### src/rtl/usdp_pkg.sv
// Package with the address map, field positions and carriers of the shadow data port.
package usdp_pkg;

    // Sixteen aliased words end at the last shadow location.
    localparam logic [31:0] SHADOW_14_ADDR = 32'h5000_1168;
    localparam logic [31:0] SHADOW_15_ADDR = 32'h5000_116C;
    localparam logic [31:0] SHADOW_SPAN = 32'h0000_0040;
    localparam logic [31:0] SHADOW_BASE = SHADOW_15_ADDR - 32'h0000_003C;

    // Control and status words placed just above the shadow block.
    localparam logic [31:0] FIFO_CONTROL_ADDR = 32'h5000_1170;
    localparam logic [31:0] LINE_STATUS_ADDR = 32'h5000_1174;
    localparam logic [31:0] MODE_CONTROL_ADDR = 32'h5000_1178;

    // Field positions.
    localparam int FIFO_ENABLE_BIT = 0;
    localparam int IR_MODE_BIT = 0;
    localparam int LS_DATA_READY_BIT = 0;
    localparam int LS_OVERRUN_BIT = 1;
    localparam int LS_TX_EMPTY_BIT = 5;

    // Values after reset and FIFO size.
    localparam logic [7:0] CHAR_RESET = 8'h00;
    localparam int FIFO_DEPTH = 16;

    // AXI4-Lite response codes.
    localparam logic [1:0] RESP_OKAY = 2'h0;
    localparam logic [1:0] RESP_SLVERR = 2'h2;

    // One character with its strobe, as passed in from the line side.
    typedef struct packed {
        logic valid;
        logic [7:0] data;
    } usdp_char_s;

endpackage : usdp_pkg

### src/rtl/usdp_top.sv
// Shadow data port of a UART: aliased data words, FIFOs and line status over AXI4-Lite.
//
// Design decision made here: the AXI4-Lite register port.
`timescale 1ns/1ps
// Notes on behaviour
// - Sixteen consecutive aliased words all reach the same receive and transmit data.
// - A shadow read returns the received byte from the UART or infrared input.
// - Received data counts as valid only while the data-ready flag is set.
// - Without FIFOs a new character overwrites an unread one and flags overrun.
// - With FIFOs a shadow read returns the head of the receive FIFO.
// - A character arriving at a full receive FIFO that is not read in that cycle is dropped and flags overrun.
// - A shadow write sends a character on the UART or infrared output.
// - Without FIFOs one character write clears the holding-empty flag.
// - Without FIFOs further writes before the flag sets replace the pending character.
// - With FIFOs, writes are accepted up to the FIFO depth before it is full.
// - A write to a full transmit FIFO that is not popped in that cycle is dropped, contents unchanged.
module usdp_top #(
    parameter int DEPTH = usdp_pkg::FIFO_DEPTH
) (
    input wire logic MCLK,
    input wire logic RESET,
    input wire logic [31:0] AWADDR,
    input wire logic AWVALID,
    output logic AWREADY,
    input wire logic [31:0] WDATA,
    input wire logic [3:0] WSTRB,
    input wire logic WVALID,
    output logic WREADY,
    output logic [1:0] BRESP,
    output logic BVALID,
    input wire logic BREADY,
    input wire logic [31:0] ARADDR,
    input wire logic ARVALID,
    output logic ARREADY,
    output logic [31:0] RDATA,
    output logic [1:0] RRESP,
    output logic RVALID,
    input wire logic RREADY,
    input wire usdp_pkg::usdp_char_s UART_RX,
    input wire usdp_pkg::usdp_char_s IR_RX,
    input wire logic TX_READY,
    output logic [7:0] TX_DATA,
    output logic UART_TX_VALID,
    output logic IR_TX_VALID
);
    import usdp_pkg::*;

    ////////////////////////////////////////////////////////////////////////////
    // All state of the port outside the two FIFOs.
    typedef struct packed {
        logic aw_have;
        logic [31:0] awaddr;
        logic w_have;
        logic [7:0] wdata;
        logic wbyte;
        logic bvalid;
        logic [1:0] bresp;
        logic rvalid;
        logic [7:0] rdata;
        logic [1:0] rresp;
        logic fifo_en;
        logic ir_mode;
        logic overrun;
        logic [7:0] rx_hold;
        logic rx_valid;
        logic [7:0] tx_hold;
        logic tx_holding_empty;
    } usdp_state_s;

    usdp_state_s q;
    usdp_state_s d;

    usdp_char_s rx_in;
    logic rx_push;
    logic rx_pop;
    logic rxf_ready;
    logic rxf_valid;
    logic [7:0] rxf_data;
    logic rxf_full;
    logic tx_push;
    logic tx_pop;
    logic txf_valid;
    logic [7:0] txf_data;
    logic flush;
    logic data_ready;
    logic tx_empty;
    logic tx_valid;
    logic tx_take;
    logic wr_go;
    logic wr_shadow;
    logic rd_go;
    logic rd_shadow;

    // An address hits the shadow block if it falls in any of the aliased words.
    function automatic logic shadow_hit(input logic [31:0] a);
        logic [31:0] off;
        off = a - SHADOW_BASE;
        return off < SHADOW_SPAN;
    endfunction : shadow_hit

    ////////////////////////////////////////////////////////////////////////////
    // Receive and transmit FIFOs; both are emptied when the FIFO mode changes.
    usdp_fifo #(
        .WIDTH(8),
        .DEPTH(DEPTH)
    ) u_rx_fifo (
        .clk(MCLK),
        .rst(RESET),
        .flush(flush),
        .push_valid(rx_push),
        .push_ready(rxf_ready),
        .push_data(rx_in.data),
        .pop_valid(rxf_valid),
        .pop_ready(rx_pop),
        .pop_data(rxf_data),
        .full(rxf_full)
    );

    usdp_fifo #(
        .WIDTH(8),
        .DEPTH(DEPTH)
    ) u_tx_fifo (
        .clk(MCLK),
        .rst(RESET),
        .flush(flush),
        .push_valid(tx_push),
        .push_ready(),
        .push_data(q.wdata),
        .pop_valid(txf_valid),
        .pop_ready(tx_pop),
        .pop_data(txf_data),
        .full()
    );

    ////////////////////////////////////////////////////////////////////////////
    // Bus handshakes: one write and one read in flight at a time.
    assign AWREADY = !q.aw_have && !q.bvalid;
    assign WREADY = !q.w_have && !q.bvalid;
    assign ARREADY = !q.rvalid;
    assign BVALID = q.bvalid;
    assign BRESP = q.bresp;
    assign RVALID = q.rvalid;
    assign RRESP = q.rresp;
    assign RDATA = {24'h00_0000, q.rdata};

    // Flags seen by software, taken from the holding registers or the FIFOs.
    assign data_ready = q.fifo_en ? rxf_valid : q.rx_valid;
    assign tx_empty = q.fifo_en ? !txf_valid : q.tx_holding_empty;

    // Line-side transmit strobe, steered to the selected output.
    assign tx_valid = q.fifo_en ? txf_valid : !q.tx_holding_empty;
    assign tx_take = tx_valid && TX_READY;
    assign tx_pop = q.fifo_en && tx_take;
    assign TX_DATA = q.fifo_en ? txf_data : q.tx_hold;
    assign UART_TX_VALID = tx_valid && !q.ir_mode;
    assign IR_TX_VALID = tx_valid && q.ir_mode;

    // Input selected by the mode; the other deserialiser is ignored.
    assign rx_in = q.ir_mode ? IR_RX : UART_RX;

    // Request decode.
    assign wr_go = q.aw_have && q.w_have && !q.bvalid;
    assign wr_shadow = wr_go && shadow_hit(q.awaddr) && q.wbyte;
    assign rd_go = ARVALID && ARREADY;
    assign rd_shadow = rd_go && shadow_hit(ARADDR);
    assign flush = (d.fifo_en != q.fifo_en);

    ////////////////////////////////////////////////////////////////////////////
    // Next-state logic: bus slave, holding registers, status flags.
    // Order matters: reads clear first, then line events set, so a set wins.
    always_comb begin
        d = q;
        rx_push = 1'b0;
        rx_pop = 1'b0;
        tx_push = 1'b0;

        // Capture the write address and data in either order.
        if (AWVALID && AWREADY) begin
            d.aw_have = 1'b1;
            d.awaddr = AWADDR;
        end
        if (WVALID && WREADY) begin
            d.w_have = 1'b1;
            d.wdata = WDATA[7:0];
            d.wbyte = WSTRB[0];
        end

        // The serialiser taking the pending character empties the holding register.
        if (!q.fifo_en && tx_take) begin
            d.tx_holding_empty = 1'b1;
        end

        // Execute a write once both halves are held.
        if (wr_go) begin
            d.aw_have = 1'b0;
            d.w_have = 1'b0;
            d.bvalid = 1'b1;
            d.bresp = RESP_OKAY;
            if (shadow_hit(q.awaddr)) begin
                if (q.wbyte && q.fifo_en) begin
                    tx_push = 1'b1;
                end else if (q.wbyte) begin
                    d.tx_hold = q.wdata;
                    d.tx_holding_empty = 1'b0;
                end
            end else if (q.awaddr == FIFO_CONTROL_ADDR) begin
                if (q.wbyte) begin
                    d.fifo_en = q.wdata[FIFO_ENABLE_BIT];
                end
            end else if (q.awaddr == MODE_CONTROL_ADDR) begin
                if (q.wbyte) begin
                    d.ir_mode = q.wdata[IR_MODE_BIT];
                end
            end else begin
                d.bresp = RESP_SLVERR;
            end
        end
        if (q.bvalid && BREADY) begin
            d.bvalid = 1'b0;
        end

        // Execute a read in the cycle its address is taken.
        if (rd_go) begin
            d.rvalid = 1'b1;
            d.rresp = RESP_OKAY;
            d.rdata = CHAR_RESET;
            if (shadow_hit(ARADDR)) begin
                d.rdata = q.fifo_en ? rxf_data : q.rx_hold;
                // Only a read that sees valid data consumes it.
                if (data_ready && q.fifo_en) begin
                    rx_pop = 1'b1;
                end else if (data_ready) begin
                    d.rx_valid = 1'b0;
                end
            end else if (ARADDR == FIFO_CONTROL_ADDR) begin
                d.rdata[FIFO_ENABLE_BIT] = q.fifo_en;
            end else if (ARADDR == MODE_CONTROL_ADDR) begin
                d.rdata[IR_MODE_BIT] = q.ir_mode;
            end else if (ARADDR == LINE_STATUS_ADDR) begin
                d.rdata[LS_DATA_READY_BIT] = data_ready;
                d.rdata[LS_OVERRUN_BIT] = q.overrun;
                d.rdata[LS_TX_EMPTY_BIT] = tx_empty;
                d.overrun = 1'b0;
            end else begin
                d.rresp = RESP_SLVERR;
            end
        end
        if (q.rvalid && RREADY) begin
            d.rvalid = 1'b0;
        end

        // Arrival of a character from the selected input.
        if (rx_in.valid && q.fifo_en) begin
            rx_push = 1'b1;
            if (!rxf_ready) begin
                d.overrun = 1'b1;
            end
        end else if (rx_in.valid) begin
            // A read in this same cycle has already cleared the flag.
            if (d.rx_valid) begin
                d.overrun = 1'b1;
            end
            d.rx_hold = rx_in.data;
            d.rx_valid = 1'b1;
        end
    end

    // State register; the holding register starts empty.
    always_ff @(posedge MCLK or posedge RESET) begin
        if (RESET) begin
            q <= '0;
            q.tx_holding_empty <= 1'b1;
        end else begin
            q <= d;
        end
    end

    ////////////////////////////////////////////////////////////////////////////
    // Checks on the data path.
    chk_upper_bits_zero: assert property (
        @(posedge MCLK) disable iff (RESET)
        RVALID |-> (RDATA[31:8] == 24'h00_0000))
        else $error("Upper read data bits not zero.");

    chk_alias_read_any: assert property (
        @(posedge MCLK) disable iff (RESET)
        (rd_shadow && !q.fifo_en) |=> (RVALID && RDATA[7:0] == $past(q.rx_hold)))
        else $error("Aliased read missed the receive buffer.");

    chk_fifo_head_read: assert property (
        @(posedge MCLK) disable iff (RESET)
        (rd_shadow && q.fifo_en) |=> (RDATA[7:0] == $past(rxf_data) && RVALID))
        else $error("Shadow read did not return the FIFO head.");

    chk_ready_gates_pop: assert property (
        @(posedge MCLK) disable iff (RESET)
        (rd_shadow && !data_ready && !rx_in.valid && !flush) |=> $stable(data_ready))
        else $error("Read without data ready changed the receive state.");

    chk_ir_input_used: assert property (
        @(posedge MCLK) disable iff (RESET)
        (!q.fifo_en && q.ir_mode && IR_RX.valid) |=> (q.rx_hold == $past(IR_RX.data)))
        else $error("Infrared character not captured.");

    chk_rx_overrun: assert property (
        @(posedge MCLK) disable iff (RESET)
        (!q.fifo_en && rx_in.valid && q.rx_valid && !rd_shadow)
        |=> (q.overrun && q.rx_hold == $past(rx_in.data)))
        else $error("Overwrite of unread character not flagged.");

    chk_rx_fifo_full: assert property (
        @(posedge MCLK) disable iff (RESET)
        (q.fifo_en && rx_in.valid && rxf_full && !rx_pop && !flush) |=> q.overrun)
        else $error("Drop at full receive FIFO not flagged.");

    chk_holding_clear: assert property (
        @(posedge MCLK) disable iff (RESET)
        (!q.fifo_en && !flush && wr_shadow && q.tx_holding_empty)
        |=> (!tx_empty && !q.tx_holding_empty))
        else $error("Holding-empty flag not cleared by a write.");

    // With FIFOs on, a shadow write always leaves something to send, even when dropped.
    chk_fifo_empty_clear: assert property (
        @(posedge MCLK) disable iff (RESET)
        (q.fifo_en && !flush && wr_shadow) |=> !tx_empty)
        else $error("Transmit FIFO stayed empty after a write.");

    // An arrival must be visible to software in the next cycle, whatever the mode.
    chk_ready_flag_set: assert property (
        @(posedge MCLK) disable iff (RESET)
        (rx_in.valid && !flush) |=> data_ready)
        else $error("Arrived character did not raise data ready.");

    chk_tx_replace: assert property (
        @(posedge MCLK) disable iff (RESET)
        (!q.fifo_en && wr_shadow) |=> (TX_DATA == $past(q.wdata)))
        else $error("Pending transmit character not replaced.");

    chk_tx_mode_steer: assert property (
        @(posedge MCLK) disable iff (RESET)
        (UART_TX_VALID || IR_TX_VALID) |-> (IR_TX_VALID == q.ir_mode && !UART_TX_VALID == q.ir_mode))
        else $error("Transmit strobe on the wrong output.");

endmodule : usdp_top

### src/rtl/usdp_fifo.sv
// Character FIFO used for the receive and transmit paths.
`timescale 1ns/1ps
module usdp_fifo #(
    parameter int WIDTH = 8,
    parameter int DEPTH = 16
) (
    input wire logic clk,
    input wire logic rst,
    input wire logic flush,
    input wire logic push_valid,
    output logic push_ready,
    input wire logic [WIDTH-1:0] push_data,
    output logic pop_valid,
    input wire logic pop_ready,
    output logic [WIDTH-1:0] pop_data,
    output logic full
);
    localparam int AW = (DEPTH > 1) ? $clog2(DEPTH) : 1;
    localparam int CW = $clog2(DEPTH + 1);

    typedef struct packed {
        logic [DEPTH-1:0][WIDTH-1:0] mem;
        logic [AW-1:0] rd;
        logic [AW-1:0] wr;
        logic [CW-1:0] count;
    } usdp_fifo_s;

    usdp_fifo_s q;
    usdp_fifo_s d;
    logic push;
    logic pop;

    // A full FIFO still takes a push in the cycle it is popped.
    assign pop_valid = (q.count != '0);
    assign full = (q.count == CW'(DEPTH));
    assign push_ready = !full || pop_ready;
    assign pop_data = q.mem[q.rd];

    // Pointer and count update; flush empties the FIFO and wins over both sides.
    always_comb begin
        d = q;
        pop = pop_ready && pop_valid;
        push = push_valid && push_ready;
        if (flush) begin
            d.rd = '0;
            d.wr = '0;
            d.count = '0;
        end else begin
            if (push) begin
                d.mem[q.wr] = push_data;
                d.wr = (q.wr == AW'(DEPTH - 1)) ? '0 : q.wr + AW'(1);
            end
            if (pop) begin
                d.rd = (q.rd == AW'(DEPTH - 1)) ? '0 : q.rd + AW'(1);
            end
            d.count = q.count + CW'(push) - CW'(pop);
        end
    end

    // State register.
    always_ff @(posedge clk or posedge rst) begin
        if (rst) begin
            q <= '0;
        end else begin
            q <= d;
        end
    end

    ////////////////////////////////////////////////////////////////////////////
    chk_fifo_accepts: assert property (@(posedge clk) disable iff (rst)
        (!flush && push_valid && q.count < CW'(DEPTH))
        |=> (q.count == $past(q.count) + CW'(1) - CW'($past(pop))))
        else $error("FIFO refused a push below its depth.");

    chk_full_drops: assert property (@(posedge clk) disable iff (rst)
        (!flush && full && push_valid && !pop_ready) |=> ($stable(q.mem) && full))
        else $error("Full FIFO changed on a push.");

endmodule : usdp_fifo

### config.mk
export PLATFORM = sky130hd
export DESIGN_NAME = usdp_top
export DESIGN_NICKNAME = d
export VERILOG_FILES = /design/src/rtl/usdp_pkg.sv /design/src/rtl/usdp_top.sv /design/src/rtl/usdp_fifo.sv
export SDC_FILE = /design/constraint.sdc
export NUM_CORES = 1
export LEC_CHECK = 0
export ABC_AREA = 1
export BUFFER_PORTS_ARGS = -buffer_cell sky130_fd_sc_hd__clkbuf_2
export CAP_MARGIN = 20
export CORE_MARGIN = 2
export CORE_UTILIZATION = 40
export CTS_CLUSTER_DIAMETER = 120
export DETAILED_ROUTE_END_ITERATION = 16
export PLACE_DENSITY = 0.66
export SYNTH_ARGS = -nofsm -noshare
export SYNTH_HDL_FRONTEND = slang
export SYNTH_SLANG_ARGS = --single-unit
### constraint.sdc
create_clock -name MCLK -period 34.7 [get_ports MCLK]
set_input_delay 3.47 -clock MCLK [delete_from_list [all_inputs] [get_ports MCLK]]
set_output_delay 3.47 -clock MCLK [all_outputs]
set_load 0.05 [all_outputs]
-- Yosys cells after proc, flatten, opt, wreduce, memory -nomap -nowiden
Index checks and enable logic that the tools add are counted.
- bits in registers: 360
- logic and storage cells: 226
- multiplexer cells: 86
- add/subtract/negate cells: 10
- bitwise logic cells: 5
- eq/ne operators: 12
- reductions and logical operators: 50
- $lt $le $gt $ge: 8
- operator list (cell ; number):
    bitwise mux 128 bit ; 2
    == test 32 x 31 -> 1 bit, second input constant ; 5
    binary-select mux 8 bit (select 4 bit) ; 2
    demux 8 bit (select 4 bit) ; 2
    < comparator 32 x 7 -> 1 bit, second input constant ; 2
    subtractor 32 x 31 -> 32 bit, second input constant ; 2
    two-way mux 8 bit ; 6
    two-way mux 1 bit ; 45
    two-way mux 33 bit ; 1
    two-way mux 4 bit ; 8
    two-way mux 13 bit ; 2
    two-way mux 2 bit ; 12
    logical AND 1 bit ; 23
    < comparator 4 x 5 -> 1 bit, second input constant ; 4
    two-way mux 10 bit ; 2
    adder 4 x 1 -> 4 bit, second input constant ; 4
    == test 4 bit, second input constant ; 4
    nonzero test 2 bit ; 8
    two-way mux 11 bit ; 1
    adder 5 x 1 -> 5 bit ; 2
    == test 5 bit, second input constant ; 2
    logical NOT 1 bit ; 10
    nonzero test 5 bit ; 2
    subtractor 5 x 1 -> 5 bit ; 2
    9 further kinds ; 18

-- Logic depth before layout (Yosys ltp)
Gate-level depths: netlist of the first run.
- word-level depth: 11
- depth in mapped cells: 24

-- By module
A second synthesis of the first run with hierarchy kept.
- cell total of the unflattened synthesis: 2741
- area total of the unflattened synthesis: 20012.9 um^2
- modules (own cells, without submodules) (module ; instances ; area an instance (um^2) ; cells each):
    usdp_fifo at u_tx_fifo ; 1 ; 7648.6 ; 1060
    usdp_fifo at u_rx_fifo ; 1 ; 7368.3 ; 969
    usdp_top ; 1 ; 4996.0 ; 712

-- Worst setup path after synthesis of the first run
OpenSTA, ideal clock, no wires.
- kind: input -> register
- from: in ARADDR[7]
- to: reg u_rx_fifo.q[4] (netlist bit)
- arrival: 5.881 ns
- library setup time: 0.131 ns
- required time: 34.569 ns
- slack: 28.689 ns
- stages: 23
- cell sequence: nor2_2 -> nand2_1 -> nand2_2 -> nand2_1 -> nand2_2 -> buf_6 -> nand3_2 -> nand2_1 -> nand2_1 -> nand2_1 -> nand3_1 -> nor4_1 -> nand4_1 -> nor2_1 -> ha_1 -> inv_1 -> ha_1 -> fa_1 -> nand2_1 -> a21oi_1 -> nor2_1 -> xor2_1 -> nor2_1
- RTL lines (item ; RTL line ; text):
    start, declared ; usdp_top.sv:32 ; input wire logic [31:0] ARADDR,
    end signal, assigned ; usdp_fifo.sv:63 ; q <= '0;
    end signal, assigned ; usdp_fifo.sv:65 ; q <= d;
    end, declared ; usdp_fifo.sv:28 ; usdp_fifo_s q;

-- Worst setup path after layout of the first run
- from: reg u_tx_fifo.q[10] (netlist bit)
- to: out TX_DATA[6]
- longest elaborated chain between the ends: 3
- ends and longest elaborated chain (item ; RTL line ; text):
    start, declared ; usdp_fifo.sv:28 ;
    start signal, assigned ; usdp_fifo.sv:63 ;
    start signal, assigned ; usdp_fifo.sv:65 ;
    binary-select mux 8 bit (select 4 bit) ; usdp_fifo.sv:37 ; assign pop_data = q.mem[q.rd];
    two-way mux 8 bit (implied by the code) ; usdp_fifo.sv:37 ;
    two-way mux 8 bit ; usdp_top.sv:154 ; assign TX_DATA = q.fifo_en ? txf_data : q.tx_hold;
    end, declared ; usdp_top.sv:42 ; output logic [7:0] TX_DATA,
No other way between the ends. The select of a mux whose other input is x is not followed.

==> results.toml, run 1 <==
[global_route]
grt-ovfl-total = 0
grt_max_degree = 139
grt_antenna_before_repair = 0
grt_usage = 0.226
grt_pass1_vias = 18107
grt_pass1_wl_mm = 97.0

[floorplan]
io_pins = 177
rows = 82
core-area_mm2 = 0.0499
die_w_um = 228
die_h_um = 228
initial_core_util = 0.402
design.die.area_mm2 = 0.0520

[sta]
setup-tns-final_ns = 0
fin_ws_ns = 27.88
worst_pin_slew_ns = 1.06
slew_headroom = 0.292
period_needed_ns = 6.82
skew_ns = 0.0420
fin_crit_sh = 0.197
final-hold-violation-count = 0
grt_setup_unrepaired = "no"
setup_viol = 0
maxSlewViolCount = 0
clock.fmax_ghz = 0.147

[power]
p_int_mw = 0.783
vdd_drop_max_mv = 0.0780
power_leakage_nw = 11.5
swShare = 0.316
switchingPower_mw = 0.361
pwr-share-seq = 0.429
p_comb_frac = 0.153
p_per_area_mw_per_mm2 = 51.1
p_clk_frac = 0.417

[logic_synthesis]
synth_edf_count = 0
synth-compound-area-share = 0.120
synth_top_family_by_area = "simple AND/OR/NAND/NOR gates"
synth_seq_cells = 358
synthSimpleGateAreaFrac = 0.315
synth_area_leader_cell = "dfrtp_1"
synthArstFlopShare = 1.00
muxShareOfSynthArea = 0.00555
synthXorXnorAreaFrac = 0.00568
synth.most_common_cell = "nand2_1"
syn-cell-area_mm2 = 0.0201
synth.top_cell.area_share = 0.445
ys_seq_area_frac = 0.447
synthTopCellsByArea = "dfrtp_1 45%, nand2_1 13%, nor2_1 6.5%"
ys_types = 58
synth-main-ff-cell = "dfrtp_1"
ys.warnings.count = 0
netlist_instances = 2654
synthTopCellsByCount = "697 x nand2_1, 357 x dfrtp_1, 348 x nor2_1"
synth_fa_ha_area_frac = 0.0157
syn_avg_cell_area_um2 = 7.56

[worst_setup_path]
cp.arrival_ns = 3.35
endpoint_kind = "primary output"
cp_common_cell = "nand2_1"
required_ns = 31.23
crit_family = "buffers and inverters"
slowest_stage = "inv_1"
crit_path_start_kind = "flip-flop"
critPathKind = "flip-flop to primary output"
max_stage_delay_ns = 0.75
crit_path_max_fanout = 43
cp_num_buf_inv = 3
crit_chain = "buf_4, inv_1, o21ai_0, o22ai_1, nor2_1, o32ai_1, nand2_1, nand2_1, clkbuf_2"

[clock_network]
cts_tree = "yes"
cts_buffers = 42
post_cts_resized = 0
clkLatencyLatePin_ns = 0.60
clock_path_buffers = 3
clockRootBuffer = "clkbuf_16"
cts_hold_buf = 0
path_clk_slew_ns = 0.06
post_cts_buffers = 0
h-tree-depth = 2
clock-sinks = 358

[routing]
met2_length_mm = 27.5
highest_layer = "met4"
met3WireLength_mm = 4.06
wl_met1_mm = 26.4
drt_wl_total_mm = 59.4
vias = 18597
drt_iter0_drc = 1833
drtPass1Iterations = 5
antenna_left = 0
drc = 0
wl_per_cell_um = 17.5
viasPerCell = 5.47

[final_layout]
drive_above_1_share = 0.114
area_growth_pct = 11.6
fin_nets = 2845
stdcell_count = 3399
n_antenna_cell = 0

[place]
io_buffers = 123
gp_congestion = 0.873
dp_cells = 3320
pre_cts_ws_ns = 27.46
dp.final_hpwl_mm = 38.5

[status]
outcome = "completed"

[worst_hold_path]
hp-class = "flip-flop to flip-flop"

[flow_run]
drv_cap = 0
[worst paths after layout]
path / slack (ns) / start / to / cells past startpoint
setup reg to reg: 30.77 / q[20] / u_rx_fifo.q[139] / 9
setup / recovery: 27.88 / u_tx_fifo.q[10] / TX_DATA[6] / 9
hold reg to reg: 0.48 / u_rx_fifo.q[53] / u_rx_fifo.q[53] / 2
hold / removal: 0.48 / u_rx_fifo.q[53] / u_rx_fifo.q[53] / 2
min in group asynchronous: 3.11 / RESET / q[11] / 2
max in group asynchronous: 29.44 / RESET / q[0] / 5
[through the flow]
stage          instance area (um2)  hold WS, ns  power, mW  utilization
4_1_cts                      22300        0.473       1.15        0.448
6_report                     22400        0.475       1.14        0.449
3_5_place_dp                 20800        0.459      0.672        0.418
2_1_floorplan                20200        0.442      0.619            -
5_1_grt                      22400        0.487       1.19        0.449
3_3_place_gp                 20800        0.454      0.667        0.418
[power groups by stage]
| stage | clock network [mW] | logic (mW) | registers, mW |
|---|---|---|---|
| floorplan | 0 | 0.143 | 0.475 |
| global placement | 0 | 0.171 | 0.496 |
| detailed placement | 0 | 0.175 | 0.497 |
| CTS | 0.485 | 0.176 | 0.490 |
| global route | 0.502 | 0.198 | 0.495 |
| finish | 0.477 | 0.175 | 0.491 |
[worst register-to-register path: cells and delay by family (launching register included)]
family                 cells  cell delay, ns
AND/OR/NAND/NOR            4            0.89
AO/OA/AOI/OAI              2            1.07
flip-flops                 1            0.35
buffers and inverters      3            1.54
[layout make-up]
class	count	area, um2
clock inverters	18	264
well taps	672	841
repair buffers	151	853
inverters	225	852
multi-input cells	1917	9370
flip-flops and latches	358	8960
clock buffers	58	1250
fillers	4898	27500
[cells in the final DEF, fill, tap and decap left out, drive strengths merged, types with 4 or more instances in the layout]
master / instances
o311ai: 7
a22oi: 7
a32o: 4
bufinv: 4
inv: 224
dfrtp: 357
clkinv: 14
o21ai: 177
xor2: 10
conb: 26
mux2: 9
nor4: 10
o22ai: 41
a21oi: 170
nand3: 99
ha: 22
nand3b: 6
or2: 6
a221oi: 6
nor2: 358
o221ai: 6
clkbuf: 181
buf: 28
o31ai: 4
nor3: 18
a31oi: 4
nand4: 198
nand2: 709
[logic make-up after synthesis]
logic type / Yosys count
AOI/OAI and AO/OA: 436
xor gates and xnor gates: 13
adders and majority gates: 24
buffers and inverters: 404
DFF: 358
muxes: 10
other: 1
and+or+nand+nor: 1408
[state kept, by name, indices dropped and copies added (netlist names)]
name,count
BRESP,1
q,64
BVALID,1
RRESP,1
u_rx_fifo.q,141
RDATA,8
RVALID,1
u_tx_fifo.q,141
[routing by layer]
layer  vias to the layer above  GRT usage
li1                       8835          -
met3                       107     0.0329
met4                         0     0.0645
met5                         -          0
met2                       741      0.370
met1                      8914      0.312
(Power assumes the default switching activity.)
==> run 2: changes to the inputs <==
Clock period 34.7 ns to 6.94 ns, I/O delays scaled along.
==> run 2 against run 1 <==
  * Worst hold slack got worse by 0.40 ns
  * Sequential power rose to 5.0 times the previous value
  * Non-clock buffer count fell by 1
==> results.toml, run 2 (synthesis gave the netlist of run 1 again) <==
[status]
outcome = "completed"

[global_route]
grt_pass1_wl_mm = 95.8
grt_usage = 0.227
grt_max_degree = 151
grt_antenna_before_repair = 0
grt_pass1_vias = 17858
grt-ovfl-total = 0

[clock_network]
cts_buffers = 41
cts_tree = "yes"
h-tree-depth = 2
clock-sinks = 358
cts_hold_buf = 0
clkLatencyLatePin_ns = 0.59
post_cts_resized = 0
post_cts_buffers = 0
clock_path_buffers = 3
clockRootBuffer = "clkbuf_16"
path_clk_slew_ns = 0.06

[floorplan]
rows = 82
core-area_mm2 = 0.0499
design.die.area_mm2 = 0.0520
die_h_um = 228
die_w_um = 228
io_pins = 177
initial_core_util = 0.402

[routing]
drtPass1Iterations = 7
viasPerCell = 5.45
drc = 0
drt_iter0_drc = 1753
wl_per_cell_um = 17.5
vias = 18524
drt_wl_total_mm = 59.5
antenna_left = 0

[worst_setup_path]
reg2reg_depth = 9
cp_num_buf_inv = 3
max_stage_delay_ns = 0.78
slowest_stage = "inv_1"
crit_chain = "buf_4, inv_1, o21ai_0, o22ai_1, nor2_1, o32ai_1, nand2_1, nand2_1, clkbuf_2"
ff2ff_setup_slack_ns = 2.91
crit_path_start_kind = "flip-flop"
required_ns = 6.25
r2r_end = "u_rx_fifo.q[80]"
critPathKind = "flip-flop to primary output"
crit_family = "buffers and inverters"
crit_path_max_fanout = 43
cp.arrival_ns = 3.47
endpoint_kind = "primary output"
r2r_start = "q[20]"
cp_common_cell = "nand2_1"

[final_layout]
layout_commonest_cell = "nand2_1"
fin_area_mm2 = 0.0223
drive_above_1_share = 0.112
n_antenna_cell = 0
area_growth_pct = 11.2
final_cell_mix = "696 x nand2_1, 355 x dfrtp_1, 344 x nor2_1"
top_regs = "u_rx_fifo.q (141), u_tx_fifo.q (141), q (64)"
fin_nets = 2843
fillerInstances = 5033

[sta]
clock.fmax_ghz = 0.240
skew_ns = 0.0312
slew_headroom = 0.251
setup-tns-final_ns = 0
grt_setup_unrepaired = "no"
whs_ns = 0.0784
setup_viol = 0
worst_pin_slew_ns = 1.12
maxSlewViolCount = 0
fin_crit_sh = 0.600
final-hold-violation-count = 0
period_needed_ns = 4.16

[place]
postPlaceCellArea_mm2 = 0.0208
io_buffers = 123
gp_congestion = 0.899
dp.final_hpwl_mm = 38.6

[power]
p_clk_frac = 0.409
p_comb_frac = 0.157
p_per_area_mw_per_mm2 = 254
pwr-share-seq = 0.434
p_int_mw = 3.87
power_leakage_nw = 11.5
swShare = 0.317
switchingPower_mw = 1.80
vdd_drop_max_mv = 0.346
total_power_mw = 5.67

[worst_hold_path]
hp-class = "input pin to asynchronous set/reset pin"

[flow_run]
drv_cap = 0
[run 2: worst max-delay path by stage]
stage                     from               end  slack [ns]  depth (start not counted)
4_1_cts        u_tx_fifo.q[10]        TX_DATA[6]        2.86                          9
6_report       u_tx_fifo.q[10]        TX_DATA[6]        2.78                          9
2_1_floorplan            RESET          BRESP[1]        1.45                          1
3_3_place_gp        ARADDR[10]  u_rx_fifo.q[116]        2.46                         17
5_1_grt             ARADDR[10]   u_rx_fifo.q[80]        2.51                         17
3_5_place_dp        ARADDR[10]   u_rx_fifo.q[73]        2.41                         17
[run 2: layout make-up]
| type | instances | area (um2) | area share |
|---|---|---|---|
| clock buffers | 58 | 1190 | 0.0533 |
| clock inverters | 17 | 245 | 0.0110 |
| inverters | 225 | 848 | 0.0380 |
| multi-input cells | 1917 | 9370 | 0.420 |
| flip-flops and latches | 358 | 8960 | 0.402 |
| well taps | 672 | 841 | 0.0377 |
| repair buffers | 150 | 851 | 0.0381 |
[run 2: through the flow]
stage / utilization / setup WS (ns) / cells
2_1_floorplan: - / 1.45 / 2679
3_3_place_gp: 0.418 / 2.46 / 3321
3_5_place_dp: 0.418 / 2.41 / 3321
6_report: 0.447 / 2.78 / 3397
4_1_cts: 0.447 / 2.86 / 3396
5_1_grt: 0.447 / 2.51 / 3397
[run 2: worst reg2reg max path: cells and delay by family, from the launching register on]
family	cells	cell delay [ns]
buffers and inverters	3	1.56
and+or+nand+nor	4	0.95
AOI/OAI and AO/OA	2	1.10
DFF	1	0.36
[run 2: metal layers]
layer  up-vias  part of all wire  GRT usage
li1       8830                 -          -
met1      8793              0.43      0.304
met2       787              0.46      0.367
met3       114             0.079     0.0429
met4         0             0.027     0.0797
met5         -                 0          0
[run 2: power by group through the flow]
stage | Clock, mW | Combinational [mW] | Sequential, mW
CTS | 2.35 | 0.893 | 2.45
global placement | 0 | 0.872 | 2.49
finish | 2.32 | 0.891 | 2.46
global route | 2.44 | 0.997 | 2.48
floorplan | 0 | 0.715 | 2.38
detailed placement | 0 | 0.889 | 2.49
